==> src/shared/rdp_consts.svh <==
// Constants of the receive descriptor pointer block.
// Assumes inclusion by the package and the design file by bare name.
`ifndef RDP_CONSTS_SVH
`define RDP_CONSTS_SVH
`define RDP_ADDR_W 8
`define RDP_OFS_POINTER 8'h30
`define RDP_OFS_COMMAND 8'h04
`define RDP_OFS_STATUS 8'h38
`define RDP_POINTER_RESET 32'h0000_0000
`define RDP_ALIGN_MASK 32'hFFFF_FFFC
`define RDP_CMD_RX_ENABLE_BIT 2
`define RDP_ZERO32 32'h0000_0000
`endif

==> src/shared/rdp_pkg.sv <==
// Types of the receive descriptor pointer block.
// Assumes the constants header is on the include path.
`include "rdp_consts.svh"
package rdp_pkg;
	typedef enum logic [2:0] {
		RDP_IDLE,
		RDP_FETCH,
		RDP_ACTIVE,
		RDP_LINK_READ,
		RDP_PARKED,
		RDP_SILENT
	} rdp_state_t;

	typedef struct packed {
		logic [`RDP_ADDR_W-1:0] addr;
		logic [31:0] wdata;
		logic wr;
		logic rd;
	} rdp_bus_req_t;

	typedef struct packed {
		logic valid;
		logic [31:0] link;
	} rdp_link_t;
endpackage

==> src/verilog/rdp_rx_desc_pointer.sv <==
// Receive descriptor pointer and its walk along the descriptor list.
// Assumes a same-clock register port and a descriptor fetch engine
// that answers each fetch request with the link field of that descriptor.
`timescale 1ns/1ps
`include "rdp_consts.svh"
module rdp_rx_desc_pointer (
	input wire logic i_core_clk,
	input wire logic i_resetn,
	input wire logic [`RDP_ADDR_W-1:0] i_reg_addr,
	input wire logic [31:0] i_reg_wdata,
	input wire logic i_reg_wr,
	input wire logic i_reg_rd,
	output logic [31:0] o_reg_rdata,
	input wire logic i_link_valid,
	input wire logic [31:0] i_link_data,
	input wire logic i_desc_done,
	input wire logic i_rx_idle,
	output logic o_fetch_req,
	output logic [31:0] o_fetch_addr,
	output logic o_dma_enable,
	output logic o_wake_on_lan_mode
);
	// ********************************
	// Register port decode
	// ********************************
	// Addresses match on the whole byte offset; software reaches the
	// registers only at their word addresses.
	function automatic logic hit(input logic [`RDP_ADDR_W-1:0] a,
		input logic [`RDP_ADDR_W-1:0] ofs);
		hit = (a == ofs);
	endfunction

	// Descriptors sit on word boundaries, so the two low bits are cut off
	// wherever an address enters the pointer.
	function automatic logic [31:0] word_align(input logic [31:0] a);
		word_align = a & `RDP_ALIGN_MASK;
	endfunction

	// A zero word is both the end of the list and the silent request.
	function automatic logic is_null(input logic [31:0] a);
		is_null = (a == `RDP_ZERO32);
	endfunction

	rdp_pkg::rdp_bus_req_t req;
	rdp_pkg::rdp_link_t link;

	assign req = '{addr: i_reg_addr, wdata: i_reg_wdata,
		wr: i_reg_wr, rd: i_reg_rd};
	assign link = '{valid: i_link_valid, link: i_link_data};

	logic ptr_wr;
	logic enable_wr;
	logic ptr_rd;
	logic status_rd;

	assign ptr_wr = req.wr && hit(req.addr, `RDP_OFS_POINTER);
	assign enable_wr = req.wr && hit(req.addr, `RDP_OFS_COMMAND)
		&& req.wdata[`RDP_CMD_RX_ENABLE_BIT];
	assign ptr_rd = req.rd && hit(req.addr, `RDP_OFS_POINTER);
	assign status_rd = req.rd && hit(req.addr, `RDP_OFS_STATUS);

	// ********************************
	// Walk decode
	// ********************************
	// Reset leaves a null pointer, which is also the silent request; an
	// enable write before any pointer load therefore enters silent mode
	// rather than fetching from address zero.
	rdp_pkg::rdp_state_t state_q;
	rdp_pkg::rdp_state_t state_d;
	logic [31:0] rx_desc_pointer_q;
	logic [31:0] rx_desc_pointer_d;
	logic at_rest;
	logic in_fetch;
	logic in_link_read;
	logic in_parked;
	logic start_fetch;
	logic enter_silent;
	logic link_advance;
	logic link_park;
	logic reread;

	// Idle and silent are the two resting states; only there does an
	// enable write choose between a fresh fetch and silent receive.
	assign at_rest = (state_q == rdp_pkg::RDP_IDLE)
		|| (state_q == rdp_pkg::RDP_SILENT);
	assign in_fetch = (state_q == rdp_pkg::RDP_FETCH);
	assign in_link_read = (state_q == rdp_pkg::RDP_LINK_READ);
	assign in_parked = (state_q == rdp_pkg::RDP_PARKED);

	assign start_fetch = at_rest && enable_wr
		&& !is_null(rx_desc_pointer_q);
	assign enter_silent = at_rest && enable_wr
		&& is_null(rx_desc_pointer_q);
	assign link_advance = in_link_read && link.valid
		&& !is_null(link.link);
	assign link_park = in_link_read && link.valid
		&& is_null(link.link);
	// Every enable write while parked re-reads the link, not only the
	// first one, so descriptors appended late are still found.
	assign reread = in_parked && enable_wr;

	// ********************************
	// Walk state machine
	// ********************************
	always_comb begin
		state_d = state_q;
		case (state_q)
		rdp_pkg::RDP_IDLE, rdp_pkg::RDP_SILENT: begin
			if (start_fetch) begin
				state_d = rdp_pkg::RDP_FETCH;
			end else if (enter_silent) begin
				state_d = rdp_pkg::RDP_SILENT;
			end
		end
		rdp_pkg::RDP_FETCH: begin
			// The first answer is the descriptor itself; its link is
			// used only after that descriptor is done.
			if (in_fetch && link.valid) begin
				state_d = rdp_pkg::RDP_ACTIVE;
			end
		end
		rdp_pkg::RDP_ACTIVE: begin
			if (i_desc_done) begin
				state_d = rdp_pkg::RDP_LINK_READ;
			end else if (i_rx_idle) begin
				state_d = rdp_pkg::RDP_IDLE;
			end
		end
		rdp_pkg::RDP_LINK_READ: begin
			if (link_park) begin
				state_d = rdp_pkg::RDP_PARKED;
			end else if (link_advance) begin
				state_d = rdp_pkg::RDP_ACTIVE;
			end
		end
		rdp_pkg::RDP_PARKED: begin
			if (reread) begin
				state_d = rdp_pkg::RDP_LINK_READ;
			end else if (i_rx_idle) begin
				state_d = rdp_pkg::RDP_IDLE;
			end
		end
		default: begin
			state_d = rdp_pkg::RDP_IDLE;
		end
		endcase
	end

	always_ff @(posedge i_core_clk or negedge i_resetn) begin
		if (!i_resetn) begin
			state_q <= rdp_pkg::RDP_IDLE;
		end else begin
			state_q <= state_d;
		end
	end

	// ********************************
	// Descriptor pointer
	// ********************************
	// Software writes land in any state, except in a cycle where a link advance loads the pointer. A write while the walk is
	// active loses the engine's place; keeping clear of that is left to
	// software, since the walk cannot tell a stale write from a new one.
	always_comb begin
		rx_desc_pointer_d = rx_desc_pointer_q;
		if (link_advance) begin
			rx_desc_pointer_d = word_align(link.link);
		end else if (ptr_wr) begin
			rx_desc_pointer_d = word_align(req.wdata);
		end
		// A null link leaves the pointer on the last descriptor.
	end

	always_ff @(posedge i_core_clk or negedge i_resetn) begin
		if (!i_resetn) begin
			rx_desc_pointer_q <= `RDP_POINTER_RESET;
		end else begin
			rx_desc_pointer_q <= rx_desc_pointer_d;
		end
	end

	// ********************************
	// Fetch request
	// ********************************
	// The request is a level, not a pulse, so the fetch engine may take
	// as many cycles as it needs before it answers.
	logic fetch_req_q;
	logic fetch_req_d;

	always_comb begin
		fetch_req_d = 1'b0;
		case (state_q)
		rdp_pkg::RDP_IDLE, rdp_pkg::RDP_SILENT: begin
			fetch_req_d = start_fetch;
		end
		rdp_pkg::RDP_FETCH, rdp_pkg::RDP_LINK_READ: begin
			// Held until the answer, so a slow memory never misses it.
			fetch_req_d = !link.valid;
		end
		rdp_pkg::RDP_ACTIVE: begin
			fetch_req_d = i_desc_done;
		end
		rdp_pkg::RDP_PARKED: begin
			fetch_req_d = reread;
		end
		default: begin
			fetch_req_d = 1'b0;
		end
		endcase
	end

	always_ff @(posedge i_core_clk or negedge i_resetn) begin
		if (!i_resetn) begin
			fetch_req_q <= 1'b0;
		end else begin
			fetch_req_q <= fetch_req_d;
		end
	end

	// ********************************
	// Receive mode flags
	// ********************************
	logic dma_q;
	logic dma_d;
	logic wol_q;
	logic wol_d;

	// Silent mode only gates the transfers to memory; the receive FIFO
	// keeps filling, so a later start drains what arrived meanwhile.
	always_comb begin
		dma_d = dma_q;
		wol_d = wol_q;
		if (enter_silent) begin
			dma_d = 1'b0;
			wol_d = 1'b1;
		end else if (start_fetch) begin
			dma_d = 1'b1;
			wol_d = 1'b0;
		end
	end

	always_ff @(posedge i_core_clk or negedge i_resetn) begin
		if (!i_resetn) begin
			dma_q <= 1'b0;
			wol_q <= 1'b0;
		end else begin
			dma_q <= dma_d;
			wol_q <= wol_d;
		end
	end

	// ********************************
	// Read data
	// ********************************
	logic [31:0] rdata_q;
	logic [31:0] rdata_d;

	// Status layout: walk state in the low bits, then the two mode flags.
	function automatic logic [31:0] status_word(
		input rdp_pkg::rdp_state_t st,
		input logic dma,
		input logic wake_on_lan_mode);
		status_word = {27'h000_0000, wake_on_lan_mode, dma, st};
	endfunction

	// Read data stand for one cycle only and return to zero, so an
	// unmapped or absent read never shows a stale word.
	always_comb begin
		rdata_d = `RDP_ZERO32;
		if (ptr_rd) begin
			rdata_d = rx_desc_pointer_q;
		end else if (status_rd) begin
			rdata_d = status_word(state_q, dma_q, wol_q);
		end
	end

	always_ff @(posedge i_core_clk or negedge i_resetn) begin
		if (!i_resetn) begin
			rdata_q <= `RDP_ZERO32;
		end else begin
			rdata_q <= rdata_d;
		end
	end

	// ********************************
	// Outputs
	// ********************************
	// Every output is a register, so neither the bus nor the fetch
	// engine sees a combinational path through this block.
	assign o_reg_rdata = rdata_q;
	assign o_fetch_req = fetch_req_q;
	assign o_fetch_addr = rx_desc_pointer_q;
	assign o_dma_enable = dma_q;
	assign o_wake_on_lan_mode = wol_q;
endmodule

==> config.mk <==
export PLATFORM = sky130hd
export DESIGN_NAME = rdp_rx_desc_pointer
export DESIGN_NICKNAME = d
export VERILOG_FILES = /design/src/shared/rdp_pkg.sv /design/src/verilog/rdp_rx_desc_pointer.sv
export VERILOG_INCLUDE_DIRS = /design/src /design/src/shared
export SDC_FILE = /design/constraint.sdc
export NUM_CORES = 1
export LEC_CHECK = 0
export ABC_AREA = 0
export BUFFER_PORTS_ARGS = -buffer_cell sky130_fd_sc_hd__buf_2
export CORE_UTILIZATION = 50
export CTS_CLUSTER_DIAMETER = 120
export DETAILED_ROUTE_END_ITERATION = 8
export MAX_ROUTING_LAYER = met4
export PLACE_DENSITY = 0.85
export SETUP_SLACK_MARGIN = 0.3
export SLEW_MARGIN = 20
export SYNTH_ARGS = -nofsm -noshare
export SYNTH_HDL_FRONTEND = slang
export SYNTH_SLANG_ARGS = --single-unit
export TNS_END_PERCENT = 100
==> constraint.sdc <==
create_clock -name i_core_clk -period 2.45 [get_ports i_core_clk]
set_input_delay 0.3675 -clock i_core_clk [delete_from_list [all_inputs] [get_ports i_core_clk]]
set_output_delay 0.3675 -clock i_core_clk [all_outputs]
set_load 0.02 [all_outputs]
Word level (Yosys, flattened, before mapping):

Cells that the tools add are included.

* bits in registers: 70
* latch bits: 0
* RAM bits: 0
* bits in read-only memories: 0
* output and inout port bits: 67
* logic and storage cells: 60
* memories kept: 0

* add/subtract/negate cells: 0
* multipliers: 0
* divide/modulo/power cells: 0
* order comparisons: 0
* eq/ne operators: 11
* shift-type cells: 0
* muxes and demuxes: 18
* bitwise gates (word level): 0
* reductions and logical operators: 25

Operators by type and width (count)
* $mux W32: 3
* $logic_not A32 Y1: 2
* $mux W3: 8
* $eq A8 B6 Y1 const B: 2
* $pmux W3 S5: 1
* $logic_and A1 B1 Y1: 13
* $eq A8 B3 Y1 const B: 1
* $eq A3 B2 Y1 const B: 2
* $eq A3 B3 Y1 const B: 2
* $mux W5: 1
* $mux W1: 4
* $pmux W1 S4: 1
* $reduce_bool A2 Y1: 2
* $reduce_or A2 Y1: 2
* $eq A3 B1 Y1 const B: 1
* $logic_not A1 Y1: 3
* $logic_not A3 Y1: 1
* $ne A3 B1 Y1 const B: 1
* $ne A3 B3 Y1 const B: 1
* $reduce_and A3 Y1: 1
* $ne A2 B1 Y1 const B: 1
* $logic_or A1 B1 Y1: 1

Logic depth before layout (Yosys ltp):

Gate-level depths: netlist (run 1).

* depth in word-level cells: 8
* depth in mapped cells: 7

Worst setup path after synthesis (run 1):

OpenSTA, ideal clock, no wires.

* kind: input to register
* start: in i_reg_addr[3]
* end: reg rx_desc_pointer_q[10] (netlist: o_fetch_addr[10])
* library setup time: 0.122 ns
* arrival time: 1.400 ns
* data required time: 2.328 ns
* setup slack: 0.928 ns
* stages on the path: 7
* path buffers: 3
* cells stage by stage: buf_6 > nor4b_4 > and2_1 > buf_2 > buf_6 > mux2i_1 > a21oi_2

* cells in the longest elaborated chain, start to end: 3

RTL lines
* start: declaration: RTL line rdp_rx_desc_pointer.sv:9 `` input wire logic [`RDP_ADDR_W-1:0] i_reg_addr, ``
* $eq A8 B6 Y1: RTL line rdp_rx_desc_pointer.sv:30 `hit = (a == ofs);`
* $logic_and A1 B1 Y1: RTL line rdp_rx_desc_pointer.sv:56 `` assign ptr_wr = req.wr && hit(req.addr, `RDP_OFS_POINTER); ``
* $reduce_bool A2 Y1 (no line)
* end signal: assignment: RTL line rdp_rx_desc_pointer.sv:175 `` rx_desc_pointer_q <= `RDP_POINTER_RESET; ``
* end signal: assignment: RTL line rdp_rx_desc_pointer.sv:177 `rx_desc_pointer_q <= rx_desc_pointer_d;`
* end: declaration: RTL line rdp_rx_desc_pointer.sv:70 `logic [31:0] rx_desc_pointer_q;`

Every way passes these cells.
A chain may end at the register's enable or synchronous reset.

Worst setup path after layout (run 1):

* start: reg rx_desc_pointer_q[14] (netlist: o_fetch_addr[14])
* end: reg state_q[2]

* cells in the longest elaborated chain, start to end: 5
* elaborated cells on any way between the ends: 8
* those cells by class: 1 x eq/ne; 2 x mux; 5 x reduce/logical

RTL lines
* $logic_not A32 Y1 (no line) *
* $logic_not A1 Y1: RTL line rdp_rx_desc_pointer.sv:91 `&& !is_null(rx_desc_pointer_q);`
* $logic_and A1 B1 Y1: RTL line rdp_rx_desc_pointer.sv:91
* $mux W3 / $ne A3 B3 Y1 (equally long branches)
* $pmux W3 S5 / $reduce_and A3 Y1 (equally long branches)
* end signal: assignment: RTL line rdp_rx_desc_pointer.sv:151 `state_q <= rdp_pkg::RDP_IDLE;`
* end signal: assignment: RTL line rdp_rx_desc_pointer.sv:153 `state_q <= state_d;`
* end: declaration: RTL line rdp_rx_desc_pointer.sv:68 `rdp_pkg::rdp_state_t state_q;`

Mark *: on every way between the ends. The rest lies on a longest branch, timed or not.

==> impl_metrics.prom, run 1 <==
# TYPE chip_impl_metric gauge
chip_impl_info{name="layout.cells.most_common_list",value="141 x buf_2, 68 x dfrtp_1, 39 x nor2_1"} 1
chip_impl_metric{name="drtAntennaViolNets",unit=""} 0
chip_impl_metric{name="first_iter_violations",unit=""} 87
chip_impl_metric{name="fmax",unit="GHz"} 0.591
chip_impl_info{name="setup_repair_after_global_routing_missed_its_margin",value="no"} 1
chip_impl_metric{name="p_seq_share",unit="%"} 42.8
chip_impl_metric{name="port-buffer-count",unit=""} 141
chip_impl_metric{name="clock_latency_late_sink",unit="ps"} 330
chip_impl_metric{name="cts.hold.buffers_added",unit=""} 0
chip_impl_metric{name="met3_length",unit="µm"} 397
chip_impl_metric{name="power.density",unit="mW/mm²"} 990
chip_impl_metric{name="post_cts_resized",unit=""} 0
chip_impl_metric{name="die_area",unit="mm²"} 0.00671
chip_impl_metric{name="maxCapViolCount",unit=""} 0
chip_impl_metric{name="design.portCount",unit=""} 146
chip_impl_metric{name="final-seq-area",unit="mm²"} 0.00170
chip_impl_metric{name="worst-endpoint-required",unit="ps"} 2700
chip_impl_metric{name="fp-row-count",unit=""} 28
chip_impl_metric{name="vdd_drop_max",unit="mV"} 0.559
chip_impl_metric{name="route.layer.met1.wl",unit="mm"} 3.40
chip_impl_metric{name="synth_warnings",unit=""} 0
chip_impl_metric{name="setup_viol",unit=""} 0
chip_impl_metric{name="fp.coreArea",unit="mm²"} 0.00603
chip_impl_info{name="hp-class",value="in -> async"} 1
chip_impl_metric{name="final_design_area_no_fill",unit="mm²"} 0.00411
chip_impl_metric{name="crit_arrival",unit="ps"} 1940
chip_impl_metric{name="clock_period_minus_final_worst_setup_slack",unit="ps"} 1690
chip_impl_metric{name="finalMaxSlewViolations",unit=""} 0
chip_impl_metric{name="finalSetupTns",unit="ps"} 0
chip_impl_metric{name="tightest_slew",unit="ps"} 754
chip_impl_metric{name="grt_usage",unit="%"} 25.0
chip_impl_metric{name="cts.htree.levels",unit=""} 3
chip_impl_metric{name="async_flop_share",unit="%"} 100
chip_impl_metric{name="cts_inserted_buffers",unit=""} 9
chip_impl_info{name="classification_of_the_worst_setup_path",value="reg -> reg"} 1
chip_impl_metric{name="cts.sink_count",unit=""} 68
chip_impl_info{name="critPathCaptureType",value="flip-flop"} 1
chip_impl_info{name="status",value="complete, no violations"} 1
chip_impl_metric{name="timing.critical_path.fanout_max",unit=""} 4
chip_impl_metric{name="comb_power_share",unit="%"} 35.2
chip_impl_metric{name="synth-seq-area-share",unit="%"} 53.2
chip_impl_metric{name="floorplan.initialDensity",unit="%"} 53.0
chip_impl_metric{name="place_congestion",unit=""} 0.859
chip_impl_metric{name="worst_slew_margin_rel",unit="%"} 49.7
chip_impl_metric{name="p_clk_share",unit="%"} 22.0
chip_impl_metric{name="cts_setup_buffers",unit=""} 0
chip_impl_metric{name="via_count_of_the_first_global_routing_pass",unit=""} 2510
chip_impl_metric{name="overflow",unit=""} 0
chip_impl_metric{name="grt_pass1_wl",unit="mm"} 11.8
chip_impl_metric{name="netSwitchingPower",unit="µW"} 1550
chip_impl_metric{name="postSynthCellCount",unit=""} 276
chip_impl_metric{name="synth.ff_latch_count",unit=""} 68
chip_impl_metric{name="viasPerCell",unit=""} 5.32
chip_impl_metric{name="period_share",unit="%"} 69.1
chip_impl_metric{name="grt_start_max_net_pins",unit=""} 43
chip_impl_metric{name="post_syn_area",unit="mm²"} 0.00320
chip_impl_metric{name="ctsLongestPathBuffers",unit=""} 2
chip_impl_metric{name="detailed_place.area",unit="mm²"} 0.00392
chip_impl_metric{name="met2_length",unit="mm"} 3.97
chip_impl_metric{name="power.leakage",unit="µW"} 0.00205
chip_impl_info{name="ys_dominant_reg_cell",value="dfrtp_1"} 1
chip_impl_metric{name="number_of_nets_in_the_layout",unit=""} 498
chip_impl_metric{name="internal_power",unit="µW"} 2510
chip_impl_metric{name="netSwitchingFraction",unit="%"} 38.2
chip_impl_metric{name="firstDrtPassIters",unit=""} 4
chip_impl_metric{name="chipHeight",unit="µm"} 81.9
chip_impl_info{name="cts_tree",value="built"} 1
chip_impl_metric{name="syn_avg_cell_area",unit="µm²"} 11.6
chip_impl_metric{name="finClkSkew",unit="ps"} 9.20
chip_impl_info{name="cell_at_the_root_of_the_clock_tree",value="clkbuf_8"} 1
chip_impl_metric{name="drc",unit=""} 0
chip_impl_metric{name="synth_edf_count",unit=""} 0
chip_impl_metric{name="antenna_diode_count",unit=""} 0
chip_impl_metric{name="multiInputGateArea",unit="mm²"} 0.00133
chip_impl_info{name="mostFrequentLayoutCell",value="buf_2"} 1
chip_impl_metric{name="setup.reg_to_reg.worst_slack",unit="ps"} 760
chip_impl_metric{name="drive_gt1_share",unit="%"} 48.3
chip_impl_info{name="crit_path_start_kind",value="flip-flop"} 1
chip_impl_metric{name="post-dp-hpwl",unit="mm"} 5.96
chip_impl_metric{name="antenna_found_initial",unit=""} 0
chip_impl_info{name="top_signal_layer_used",value="met4"} 1
chip_impl_metric{name="wire_per_inst",unit="µm"} 15.8
chip_impl_metric{name="clkSlewWorstSetupHoldPaths",unit="ps"} 70
chip_impl_metric{name="fillCellCount",unit=""} 503
chip_impl_metric{name="flow.area_growth_from_synthesis",unit="%"} 28.5
chip_impl_metric{name="die-width",unit="µm"} 81.9
chip_impl_metric{name="finalHoldViolCount",unit=""} 0
chip_impl_metric{name="yosys_cell_types",unit=""} 37
chip_impl_metric{name="totalWireLength",unit="mm"} 7.87
chip_impl_metric{name="via_count",unit=""} 2644
Yosys cell counts, drive strengths merged, types with 2 or more instances:
| library cell | instances | area, µm² |
|---|---|---|
| dfrtp | 68 | 1700 |
| and3 | 4 | 30.0 |
| o21ai | 3 | 26.3 |
| buf | 16 | 150 |
| and2 | 28 | 175 |
| nor4 | 15 | 100 |
| nand4 | 4 | 25.0 |
| a211oi | 2 | 15.0 |
| nor2 | 43 | 171 |
| o211ai | 2 | 20.0 |
| nand2b | 2 | 12.5 |
| inv | 3 | 11.3 |
| a31oi | 2 | 12.5 |
| clkbuf | 2 | 7.51 |
| nand2 | 6 | 22.5 |
| mux2i | 33 | 330 |
| a21oi | 31 | 268 |
flip-flops by register name, indices dropped and copies added (netlist names):
name                cells
o_wake_on_lan_mode      1
o_fetch_addr           30
o_dma_enable            1
o_reg_rdata            32
state_q                 3
o_fetch_req             1
routing by layer:
| layer | up-vias | global-route usage [%] |
|---|---|---|
| met5 | - | - |
| met4 | 0 | 10.7 |
| met3 | 9 | 4.56 |
| met2 | 109 | 41.4 |
| met1 | 1282 | 29.8 |
| li1 | 1244 | - |
path summary, 6_finish.rpt:
check,from,end,cells past startpoint
min in group i_core_clk,i_link_data[26],o_fetch_addr[26]$_DFFE_PN0P_,3
worst min-delay path,i_resetn,o_reg_rdata[19]$_DFF_PN0_,1
worst max-delay path,o_fetch_addr[14]$_DFFE_PN0P_,state_q[2]$_DFFE_PN0P_,5
worst min register to register,o_fetch_addr[27]$_DFFE_PN0P_,o_reg_rdata[27]$_DFF_PN0_,1
worst max register to register,o_fetch_addr[14]$_DFFE_PN0P_,state_q[2]$_DFFE_PN0P_,5
max in group asynchronous,i_resetn,o_wake_on_lan_mode$_DFFE_PN0P_,2
power by group through the flow:
stage,Clock [µW],Sequential (µW),Combinational [µW]
5_1_grt,964,1780,1550
2_1_floorplan,0,1960,714
3_3_place_gp,0,1740,1390
4_1_cts,918,1730,1440
3_5_place_dp,0,1750,1430
6_report,895,1740,1430
critical path: stages (launching register included):
cell      delay, ps
dfrtp_1         420
nor4_1          500
nand4_1         180
o211ai_2        260
a221oi_1        120
a21oi_1         130
per-stage QoR:
stage                     setup WS [ps]  hold slack (ps)  power [µW]  util, %  std cells
final                               757              106        4060     68.1        497
after global routing                667              146        4290     68.1        497
after CTS                           767              109        4090     68.1        497
after detailed placement            516              469        3190     65.0        483
after global placement              572              453        3130     65.0        483
after floorplan                     928             71.9        2670        -        277
area by class of cell:
type | instances | area share [%]
flip-flops and latches | 68 | 41.5
multi-input cells | 188 | 32.4
repair buffers | 149 | 19.0
clock buffers | 12 | 3.78
well taps | 75 | 2.29
clock inverters | 2 | 0.853
inverters | 3 | 0.274
kinds of logic (layout without fill, tap and decap cells):
logic type             after synthesis  after routing  share of synthesized area [%]
XOR/XNOR                             1              1                          0.274
multiplexers                        33             33                           10.3
buffers and inverters               21            166                           5.29
flip-flops                          68             68                           53.2
other                                1              2                          0.117
AO/OA/AOI/OAI                       43             43                           11.5
AND/OR/NAND/NOR                    109            109                           19.2
Note: power is estimated with default switching activity, not from simulation.
==> run 2, diff against run 1 <==
Settings changed: ABC_AREA 0 to 1, CORE_UTILIZATION 50 to 43, PLACE_DENSITY 0.85 to 0.76.
Clock period 2.45 ns to 1.5 ns, I/O delays scaled along.
==> run 2 against run 1 <==
- global-route usage is 1.2 points lower
- setup slack worse by 610 ps
- non-clock buffer count up 46
- die area up 23%
- sequential share of layout area shrank 7.2 points
- highest routed layer unchanged
- combinational power increased by 130%
- fmax up 25%
- utilization down 1.3 points
- cell count is 49% higher
- count of clock-buffer cells in the layout down 2
- sequential cell count is the same
- critical path depth is 2 higher
==> impl_metrics.prom, run 2 <==
# TYPE chip_impl_metric gauge
chip_impl_info{name="status",value="complete, no violations"} 1
chip_impl_metric{name="die_area",unit="mm²"} 0.00823
chip_impl_info{name="cell_types_with_the_largest_area_share_after_synthesis",value="dfrtp_1 50%, nand3_1 14%, nor2_1 11%"} 1
chip_impl_metric{name="p_seq_share",unit="%"} 36.7
chip_impl_metric{name="die-width",unit="µm"} 90.7
chip_impl_metric{name="yosys_cell_types",unit=""} 22
chip_impl_metric{name="crit_arrival",unit="ps"} 1570
chip_impl_metric{name="design.portCount",unit=""} 146
chip_impl_metric{name="clkSlewWorstSetupHoldPaths",unit="ps"} 70
chip_impl_metric{name="fp-row-count",unit=""} 31
chip_impl_metric{name="via_count_of_the_first_global_routing_pass",unit=""} 3349
chip_impl_info{name="ys_top_cells_by_count",value="103 x nor2_1, 98 x nand3_1, 69 x inv_1"} 1
chip_impl_info{name="layout.cells.most_common_list",value="136 x buf_2, 95 x nor2_1, 93 x nand3_1"} 1
chip_impl_metric{name="totalWireLength",unit="mm"} 9.63
chip_impl_metric{name="finalHoldViolCount",unit=""} 0
chip_impl_info{name="critPathCaptureType",value="flip-flop"} 1
chip_impl_info{name="mostFrequentLayoutCell",value="buf_2"} 1
chip_impl_metric{name="internal_power",unit="µW"} 4540
chip_impl_metric{name="largest_register_ff_count",unit=""} 32
chip_impl_metric{name="drc",unit=""} 0
chip_impl_metric{name="cts_inserted_buffers",unit=""} 9
chip_impl_metric{name="async_flop_share",unit="%"} 100
chip_impl_metric{name="multiInputGateArea",unit="mm²"} 0.00142
chip_impl_metric{name="antenna_diode_count",unit=""} 0
chip_impl_metric{name="antenna_found_initial",unit=""} 0
chip_impl_metric{name="final_design_area_no_fill",unit="mm²"} 0.00497
chip_impl_metric{name="detailed_place.area",unit="mm²"} 0.00438
chip_impl_metric{name="cts.sink_count",unit=""} 68
chip_impl_metric{name="netSwitchingFraction",unit="%"} 39.0
chip_impl_metric{name="flow.area_growth_from_synthesis",unit="%"} 47.0
chip_impl_metric{name="synth-seq-area-share",unit="%"} 50.3
chip_impl_metric{name="netSwitchingPower",unit="µW"} 2910
chip_impl_metric{name="port-buffer-count",unit=""} 141
chip_impl_metric{name="vdd_drop_max",unit="mV"} 0.755
chip_impl_metric{name="power.leakage",unit="µW"} 0.00285
chip_impl_info{name="cell_at_the_root_of_the_clock_tree",value="clkbuf_8"} 1
chip_impl_metric{name="period_share",unit="%"} 90.5
chip_impl_info{name="ys_dominant_reg_cell",value="dfrtp_1"} 1
chip_impl_metric{name="power.density",unit="mW/mm²"} 1500
chip_impl_metric{name="number_of_nets_in_the_layout",unit=""} 717
chip_impl_metric{name="grt_pass1_wl",unit="mm"} 15.0
chip_impl_metric{name="fp.coreArea",unit="mm²"} 0.00745
chip_impl_metric{name="viasPerCell",unit=""} 4.82
chip_impl_info{name="classification_of_the_worst_setup_path",value="reg -> reg"} 1
chip_impl_metric{name="synth_edf_count",unit=""} 0
chip_impl_info{name="cts_tree",value="built"} 1
chip_impl_info{name="crit_path_start_kind",value="flip-flop"} 1
chip_impl_metric{name="finClkSkew",unit="ps"} 9.39
chip_impl_metric{name="fillCellCount",unit=""} 670
chip_impl_metric{name="ctsLongestPathBuffers",unit=""} 2
chip_impl_metric{name="floorplan.initialDensity",unit="%"} 45.4
chip_impl_metric{name="finalMaxSlewViolations",unit=""} 0
chip_impl_metric{name="syn_avg_cell_area",unit="µm²"} 7.47
chip_impl_metric{name="fmax",unit="GHz"} 0.737
chip_impl_metric{name="grt_usage",unit="%"} 23.8
chip_impl_metric{name="post-dp-hpwl",unit="mm"} 6.60
chip_impl_metric{name="dpl.cell_count",unit=""} 697
chip_impl_metric{name="overflow",unit=""} 0
chip_impl_info{name="setup_repair_after_global_routing_missed_its_margin",value="yes"} 1
chip_impl_metric{name="grt_start_max_net_pins",unit=""} 69
chip_impl_metric{name="worst-endpoint-required",unit="ps"} 1720
chip_impl_metric{name="drive_gt1_share",unit="%"} 38.2
chip_impl_metric{name="post_syn_area",unit="mm²"} 0.00338
chip_impl_metric{name="setup_viol",unit=""} 0
chip_impl_metric{name="wire_per_inst",unit="µm"} 13.0
chip_impl_metric{name="timing.critical_path.fanout_max",unit=""} 22
chip_impl_info{name="hp-class",value="in -> reg"} 1
chip_impl_metric{name="first_iter_violations",unit=""} 163
chip_impl_metric{name="chipHeight",unit="µm"} 90.7
chip_impl_metric{name="cts.htree.levels",unit=""} 3
chip_impl_metric{name="clock_period_minus_final_worst_setup_slack",unit="ps"} 1360
chip_impl_metric{name="comb_power_share",unit="%"} 43.3
chip_impl_metric{name="place_congestion",unit=""} 0.863
chip_impl_metric{name="firstDrtPassIters",unit=""} 4
chip_impl_metric{name="fin_cells",unit=""} 741
chip_impl_metric{name="final-seq-area",unit="mm²"} 0.00170
chip_impl_info{name="yosys.cell_count.top_type",value="nor2_1"} 1
chip_impl_metric{name="power",unit="µW"} 7450
chip_impl_metric{name="synth.ff_latch_count",unit=""} 68
chip_impl_metric{name="via_count",unit=""} 3574
chip_impl_metric{name="drtAntennaViolNets",unit=""} 0
chip_impl_metric{name="p_clk_share",unit="%"} 20.0
chip_impl_info{name="synth_largest_area_cell",value="dfrtp_1"} 1
chip_impl_metric{name="maxCapViolCount",unit=""} 0
chip_impl_metric{name="postSynthCellCount",unit=""} 453
chip_impl_metric{name="synth_warnings",unit=""} 0
chip_impl_metric{name="synth_top_cell_area_share",unit="%"} 50.3
chip_impl_metric{name="clock_latency_late_sink",unit="ps"} 350
==> run 2: cell count changes in the layout (fill, tap and decap cells not counted), sizes merged, moves of 4 or more <==
cell,previous run,this run
buf,149,193
and2,28,0
nand2,6,70
a21oi,31,2
nand3,1,98
mux2i,33,0
nor2,43,105
o21ai,3,7
inv,3,69
and3,4,0
nor4,15,0
==> run 2: logic make-up after synthesis <==
group                  Yosys count  share of synthesized area [%]
AOI/OAI and AO/OA               12                           2.00
buffers and inverters           91                           11.4
DFF                             68                           50.3
other                            1                          0.111
and+or+nand+nor                281                           36.2
==> run 2: final cells by class <==
class,instances,share of cell area [%]
multi-input combinational,295,28.4
clock buffer,10,2.77
tap,99,2.49
clock inverter,5,1.06
inverter,69,5.21
timing repair buffer,195,25.8
sequential,68,34.2
==> run 2: final timing paths <==
| check | from | endpoint | slack, ps | cells past startpoint |
|---|---|---|---|---|
| hold reg to reg | o_wake_on_lan_mode$_DFFE_PN0P_ | o_wake_on_lan_mode$_DFFE_PN0P_ | 520 | 1 |
| setup / recovery | state_q[2]$_DFFE_PN0P_ | o_fetch_addr[25]$_DFFE_PN0P_ | 140 | 7 |
| setup reg to reg | state_q[2]$_DFFE_PN0P_ | o_fetch_addr[25]$_DFFE_PN0P_ | 140 | 7 |
| hold / removal | i_link_data[6] | o_fetch_addr[6]$_DFFE_PN0P_ | 140 | 3 |
| min in group asynchronous | i_resetn | o_fetch_addr[4]$_DFFE_PN0P_ | 410 | 3 |
| max in group asynchronous | i_resetn | o_reg_rdata[28]$_DFF_PN0_ | 770 | 3 |
==> run 2: per-stage QoR <==
stage	setup TNS [ps]	worst slack (ps)	hold WS [ps]	utilization (%)
after floorplan	0	217	-70.6	-
after global placement	0	41.9	270	58.8
after detailed placement	-26.6	-9.47	273	58.8
after CTS	0	170	138	63.4
after global routing	0	51.7	157	66.8
final	0	143	138	66.8
==> run 2: timing repair <==
action,CTS,global route
pin swaps,8,12
hold buffers,1,0
setup endpoints to repair,38,70
cloned,0,2
hold endpoints to repair,68,0
setup buffers,10,16
resized for setup,21,29
==> run 2: critical path, stage by stage (launching register included) <==
cell and delay [ps]:
dfrtp_2 440, inv_2 80, nand3_4 70, nor2_4 160
nand2_4 130, buf_12 180, nand2_1 70, nand3_1 80
==> run 2: power groups by stage <==
| stage | Clock (µW) | Sequential, µW | Combinational, µW |
|---|---|---|---|
| after floorplan | 0 | 3190 | 1000 |
| after global placement | 0 | 2750 | 2340 |
| after detailed placement | 0 | 2770 | 2400 |
| after CTS | 1500 | 2720 | 2770 |
| after global routing | 1590 | 2790 | 3520 |
| final | 1490 | 2730 | 3220 |
==> run 2: per-layer routing <==
metal | part of all wire, % | global-route usage, % | vias to the layer above
met2 | 51 | 41.5 | 140
li1 | - | - | 1767
met1 | 41 | 27.8 | 1650
met4 | 1.9 | 8.60 | 0
met3 | 5.5 | 3.37 | 17
met5 | 0 | - | -
==> run 3, diff against run 2 <==
Settings changed: REMOVE_ABC_BUFFERS from default to 1.
==> run 3 against run 2 <==
- routed wire length grew 14%
- first-iteration DRC count shrank 23%
- fmax decreased by 2.2%
- die area unchanged
- combinational power rose by 46%
- count of clock-buffer cells in the layout is 3 higher
- via count up 5.7%
- sequential power down 4%
- register-to-register slack worse by 30 ps
- critical path type unchanged
- critical endpoint is now o_fetch_addr[6]$_DFFE_PN0P_
- highest routed layer unchanged
==> impl_metrics.prom, run 3 (synthesis results as in run 2) <==
# TYPE chip_impl_metric gauge
chip_impl_info{name="status",value="complete, no violations"} 1
chip_impl_metric{name="timing.final.ws_setup",unit="ps"} 113
chip_impl_info{name="setup_repair_after_global_routing_missed_its_margin",value="yes"} 1
chip_impl_metric{name="maxCapViolCount",unit=""} 0
chip_impl_metric{name="worst_path_largest_cell_delay",unit="ps"} 430
chip_impl_metric{name="final-seq-area",unit="mm²"} 0.00170
chip_impl_metric{name="worst-endpoint-required",unit="ps"} 1770
chip_impl_metric{name="first_iter_violations",unit=""} 126
chip_impl_metric{name="antenna_diode_count",unit=""} 0
chip_impl_info{name="path_cells",value="inv_2 > nand3_4 > nor2_4 > buf_6 > buf_12 > buf_16 > nand3_2 > nand3_2"} 1
chip_impl_metric{name="place_congestion",unit=""} 0.818
chip_impl_info{name="critPathCaptureType",value="flip-flop"} 1
chip_impl_metric{name="via_count",unit=""} 3776
chip_impl_metric{name="viasPerCell",unit=""} 4.89
chip_impl_info{name="r2r-end",value="o_fetch_addr[6]$_DFFE_PN0P_"} 1
chip_impl_metric{name="finalMaxSlewViolations",unit=""} 0
chip_impl_metric{name="fmax",unit="GHz"} 0.721
chip_impl_metric{name="ctsLongestPathBuffers",unit=""} 2
chip_impl_metric{name="fillCellCount",unit=""} 543
chip_impl_metric{name="totalWireLength",unit="mm"} 11.0
chip_impl_metric{name="period_share",unit="%"} 92.5
chip_impl_metric{name="die_area",unit="mm²"} 0.00823
chip_impl_info{name="hp-class",value="in -> reg"} 1
chip_impl_metric{name="finalHoldViolCount",unit=""} 0
chip_impl_metric{name="clock_latency_late_sink",unit="ps"} 340
chip_impl_metric{name="overflow",unit=""} 0
chip_impl_info{name="top_signal_layer_used",value="met4"} 1
chip_impl_metric{name="wire_per_inst",unit="µm"} 14.2
chip_impl_metric{name="drtAntennaViolNets",unit=""} 0
chip_impl_metric{name="flow.area_growth_from_synthesis",unit="%"} 66.4
chip_impl_metric{name="floorplan.initialDensity",unit="%"} 45.4
chip_impl_info{name="critPathLaunch",value="state_q[2]$_DFFE_PN0P_"} 1
chip_impl_info{name="critical_path.reg2reg.startpoint",value="state_q[2]$_DFFE_PN0P_"} 1
chip_impl_info{name="critPathMostFrequentCell",value="nand3_2"} 1
chip_impl_metric{name="cts_inserted_buffers",unit=""} 9
chip_impl_metric{name="cts.sink_count",unit=""} 68
chip_impl_info{name="classification_of_the_worst_setup_path",value="reg -> reg"} 1
chip_impl_metric{name="setup.reg_to_reg.worst_slack",unit="ps"} 110
chip_impl_metric{name="fp.coreArea",unit="mm²"} 0.00745
chip_impl_info{name="crit_path_start_kind",value="flip-flop"} 1
chip_impl_metric{name="port-buffer-count",unit=""} 141
chip_impl_metric{name="multiInputGateArea",unit="mm²"} 0.00156
chip_impl_metric{name="cts.htree.levels",unit=""} 3
chip_impl_info{name="mostFrequentLayoutCell",value="buf_2"} 1
chip_impl_metric{name="route.layer.met1.wl",unit="mm"} 4.54
chip_impl_metric{name="grt_usage",unit="%"} 26.5
chip_impl_metric{name="met3_length",unit="µm"} 515
chip_impl_metric{name="power.density",unit="mW/mm²"} 1560
chip_impl_info{name="setup.worst_path.end",value="o_fetch_addr[6]$_DFFE_PN0P_"} 1
chip_impl_metric{name="chipHeight",unit="µm"} 90.7
chip_impl_metric{name="power.leakage",unit="µW"} 0.00312
chip_impl_metric{name="post-dp-hpwl",unit="mm"} 6.81
chip_impl_metric{name="worstRegToRegCells",unit=""} 8
chip_impl_info{name="cts_tree",value="built"} 1
chip_impl_metric{name="drc",unit=""} 0
chip_impl_metric{name="grt_start_max_net_pins",unit=""} 69
chip_impl_metric{name="timing.critical_path.fanout_max",unit=""} 8
chip_impl_metric{name="vdd_drop_max",unit="mV"} 0.786
chip_impl_metric{name="via_count_of_the_first_global_routing_pass",unit=""} 3601
chip_impl_info{name="crit_path_top_delay_cell",value="dfrtp_1"} 1
chip_impl_metric{name="firstDrtPassIters",unit=""} 4
chip_impl_metric{name="grt_pass1_wl",unit="mm"} 16.7
chip_impl_metric{name="finalSetupTns",unit="ps"} 0
chip_impl_metric{name="detailed_place.area",unit="mm²"} 0.00456
chip_impl_metric{name="drive_gt1_share",unit="%"} 43.8
chip_impl_metric{name="antenna_found_initial",unit=""} 0
chip_impl_metric{name="crit_arrival",unit="ps"} 1660
chip_impl_metric{name="final_design_area_no_fill",unit="mm²"} 0.00563
chip_impl_metric{name="largest_register_ff_count",unit=""} 32
chip_impl_metric{name="clock_period_minus_final_worst_setup_slack",unit="ps"} 1390
chip_impl_info{name="cell_at_the_root_of_the_clock_tree",value="clkbuf_8"} 1
chip_impl_metric{name="finClkSkew",unit="ps"} 11.1
chip_impl_metric{name="design.portCount",unit=""} 146
chip_impl_metric{name="number_of_nets_in_the_layout",unit=""} 748
chip_impl_info{name="layout.cells.most_common_list",value="116 x buf_2, 82 x nor2_1, 81 x nand3_1"} 1
chip_impl_metric{name="die-width",unit="µm"} 90.7
chip_impl_metric{name="met2_length",unit="mm"} 5.74
chip_impl_metric{name="dp_worst_setup_slack",unit="ps"} -44.8
chip_impl_metric{name="setup_viol",unit=""} 0
chip_impl_metric{name="fp-row-count",unit=""} 31
chip_impl_metric{name="clkSlewWorstSetupHoldPaths",unit="ps"} 70
-- run 3: cell types whose count changed in the layout (fill, tap and decap cells not counted), moves of 2 or more --
| cell | previous run | this run |
|---|---|---|
| buf_6 | 14 | 55 |
| buf_2 | 136 | 116 |
| nor2_1 | 95 | 82 |
| nor2_2 | 9 | 22 |
| nand3_1 | 93 | 81 |
| nand3_2 | 4 | 10 |
| nand3_4 | 1 | 7 |
| buf_4 | 36 | 41 |
| clkbuf_1 | 0 | 3 |
| buf_12 | 7 | 9 |
| buf_16 | 0 | 2 |
| clkinv_2 | 3 | 1 |
-- run 3: metal layers --
layer,GRT usage [%],vias up
li1,-,1839
met1,32.2,1769
met2,45.1,152
met3,3.62,16
met4,9.41,0
met5,-,-
-- run 3: layout make-up --
cell class / count / share of cell area (%)
clock inverter: 2 / 0.622
timing repair buffer: 226 / 32.0
sequential: 68 / 30.2
inverter: 69 / 4.60
multi-input combinational: 295 / 27.7
clock buffer: 13 / 2.64
tap: 99 / 2.20
-- run 3: how the worst min path moves through the flow --
stage | start | endpoint | slack [ps] | depth (start not counted)
floorplan | i_resetn | o_dma_enable$_DFFE_PN0P_ | -70 | 0
global placement | i_resetn | o_reg_rdata[10]$_DFF_PN0_ | 270 | 2
detailed placement | i_resetn | o_reg_rdata[11]$_DFF_PN0_ | 280 | 2
CTS | i_link_data[29] | o_fetch_addr[29]$_DFFE_PN0P_ | 120 | 3
global route | i_link_data[30] | o_fetch_addr[30]$_DFFE_PN0P_ | 150 | 3
finish | i_link_data[30] | o_fetch_addr[30]$_DFFE_PN0P_ | 150 | 3
-- run 3: where the power goes --
group	leakage (µW)	total [µW]	internal (µW)	switching, µW
combinational	0.00212	4700	2480	2220
sequential	0.000898	2620	2280	342
clock	0.0000935	1450	805	645
-- run 3: worst max-delay path, delay by kind of cell (launching register included) --
kind / cells / cell delay, ps
DFF: 1 / 430
and+or+nand+nor: 4 / 400
buffers and inverters: 4 / 490
-- run 3: stage by stage --
stage / util [%] / total power (µW) / std cells / hold WS, ps
floorplan: - / 4150 / 432 / -70.6
global placement: 61.2 / 5630 / 721 / 273
detailed placement: 61.2 / 5690 / 721 / 279
CTS: 72.0 / 8460 / 763 / 125
global route: 75.6 / 9230 / 772 / 146
finish: 75.6 / 8770 / 772 / 151
-- run 3: repair_timing --
action,4_1_cts,5_1_grt
pin swaps,26,10
hold endpoints to repair,68,0
gates resized for setup,106,43
setup buffers,24,7
setup endpoints to repair,61,80
hold buffers,1,0
cloned,2,2
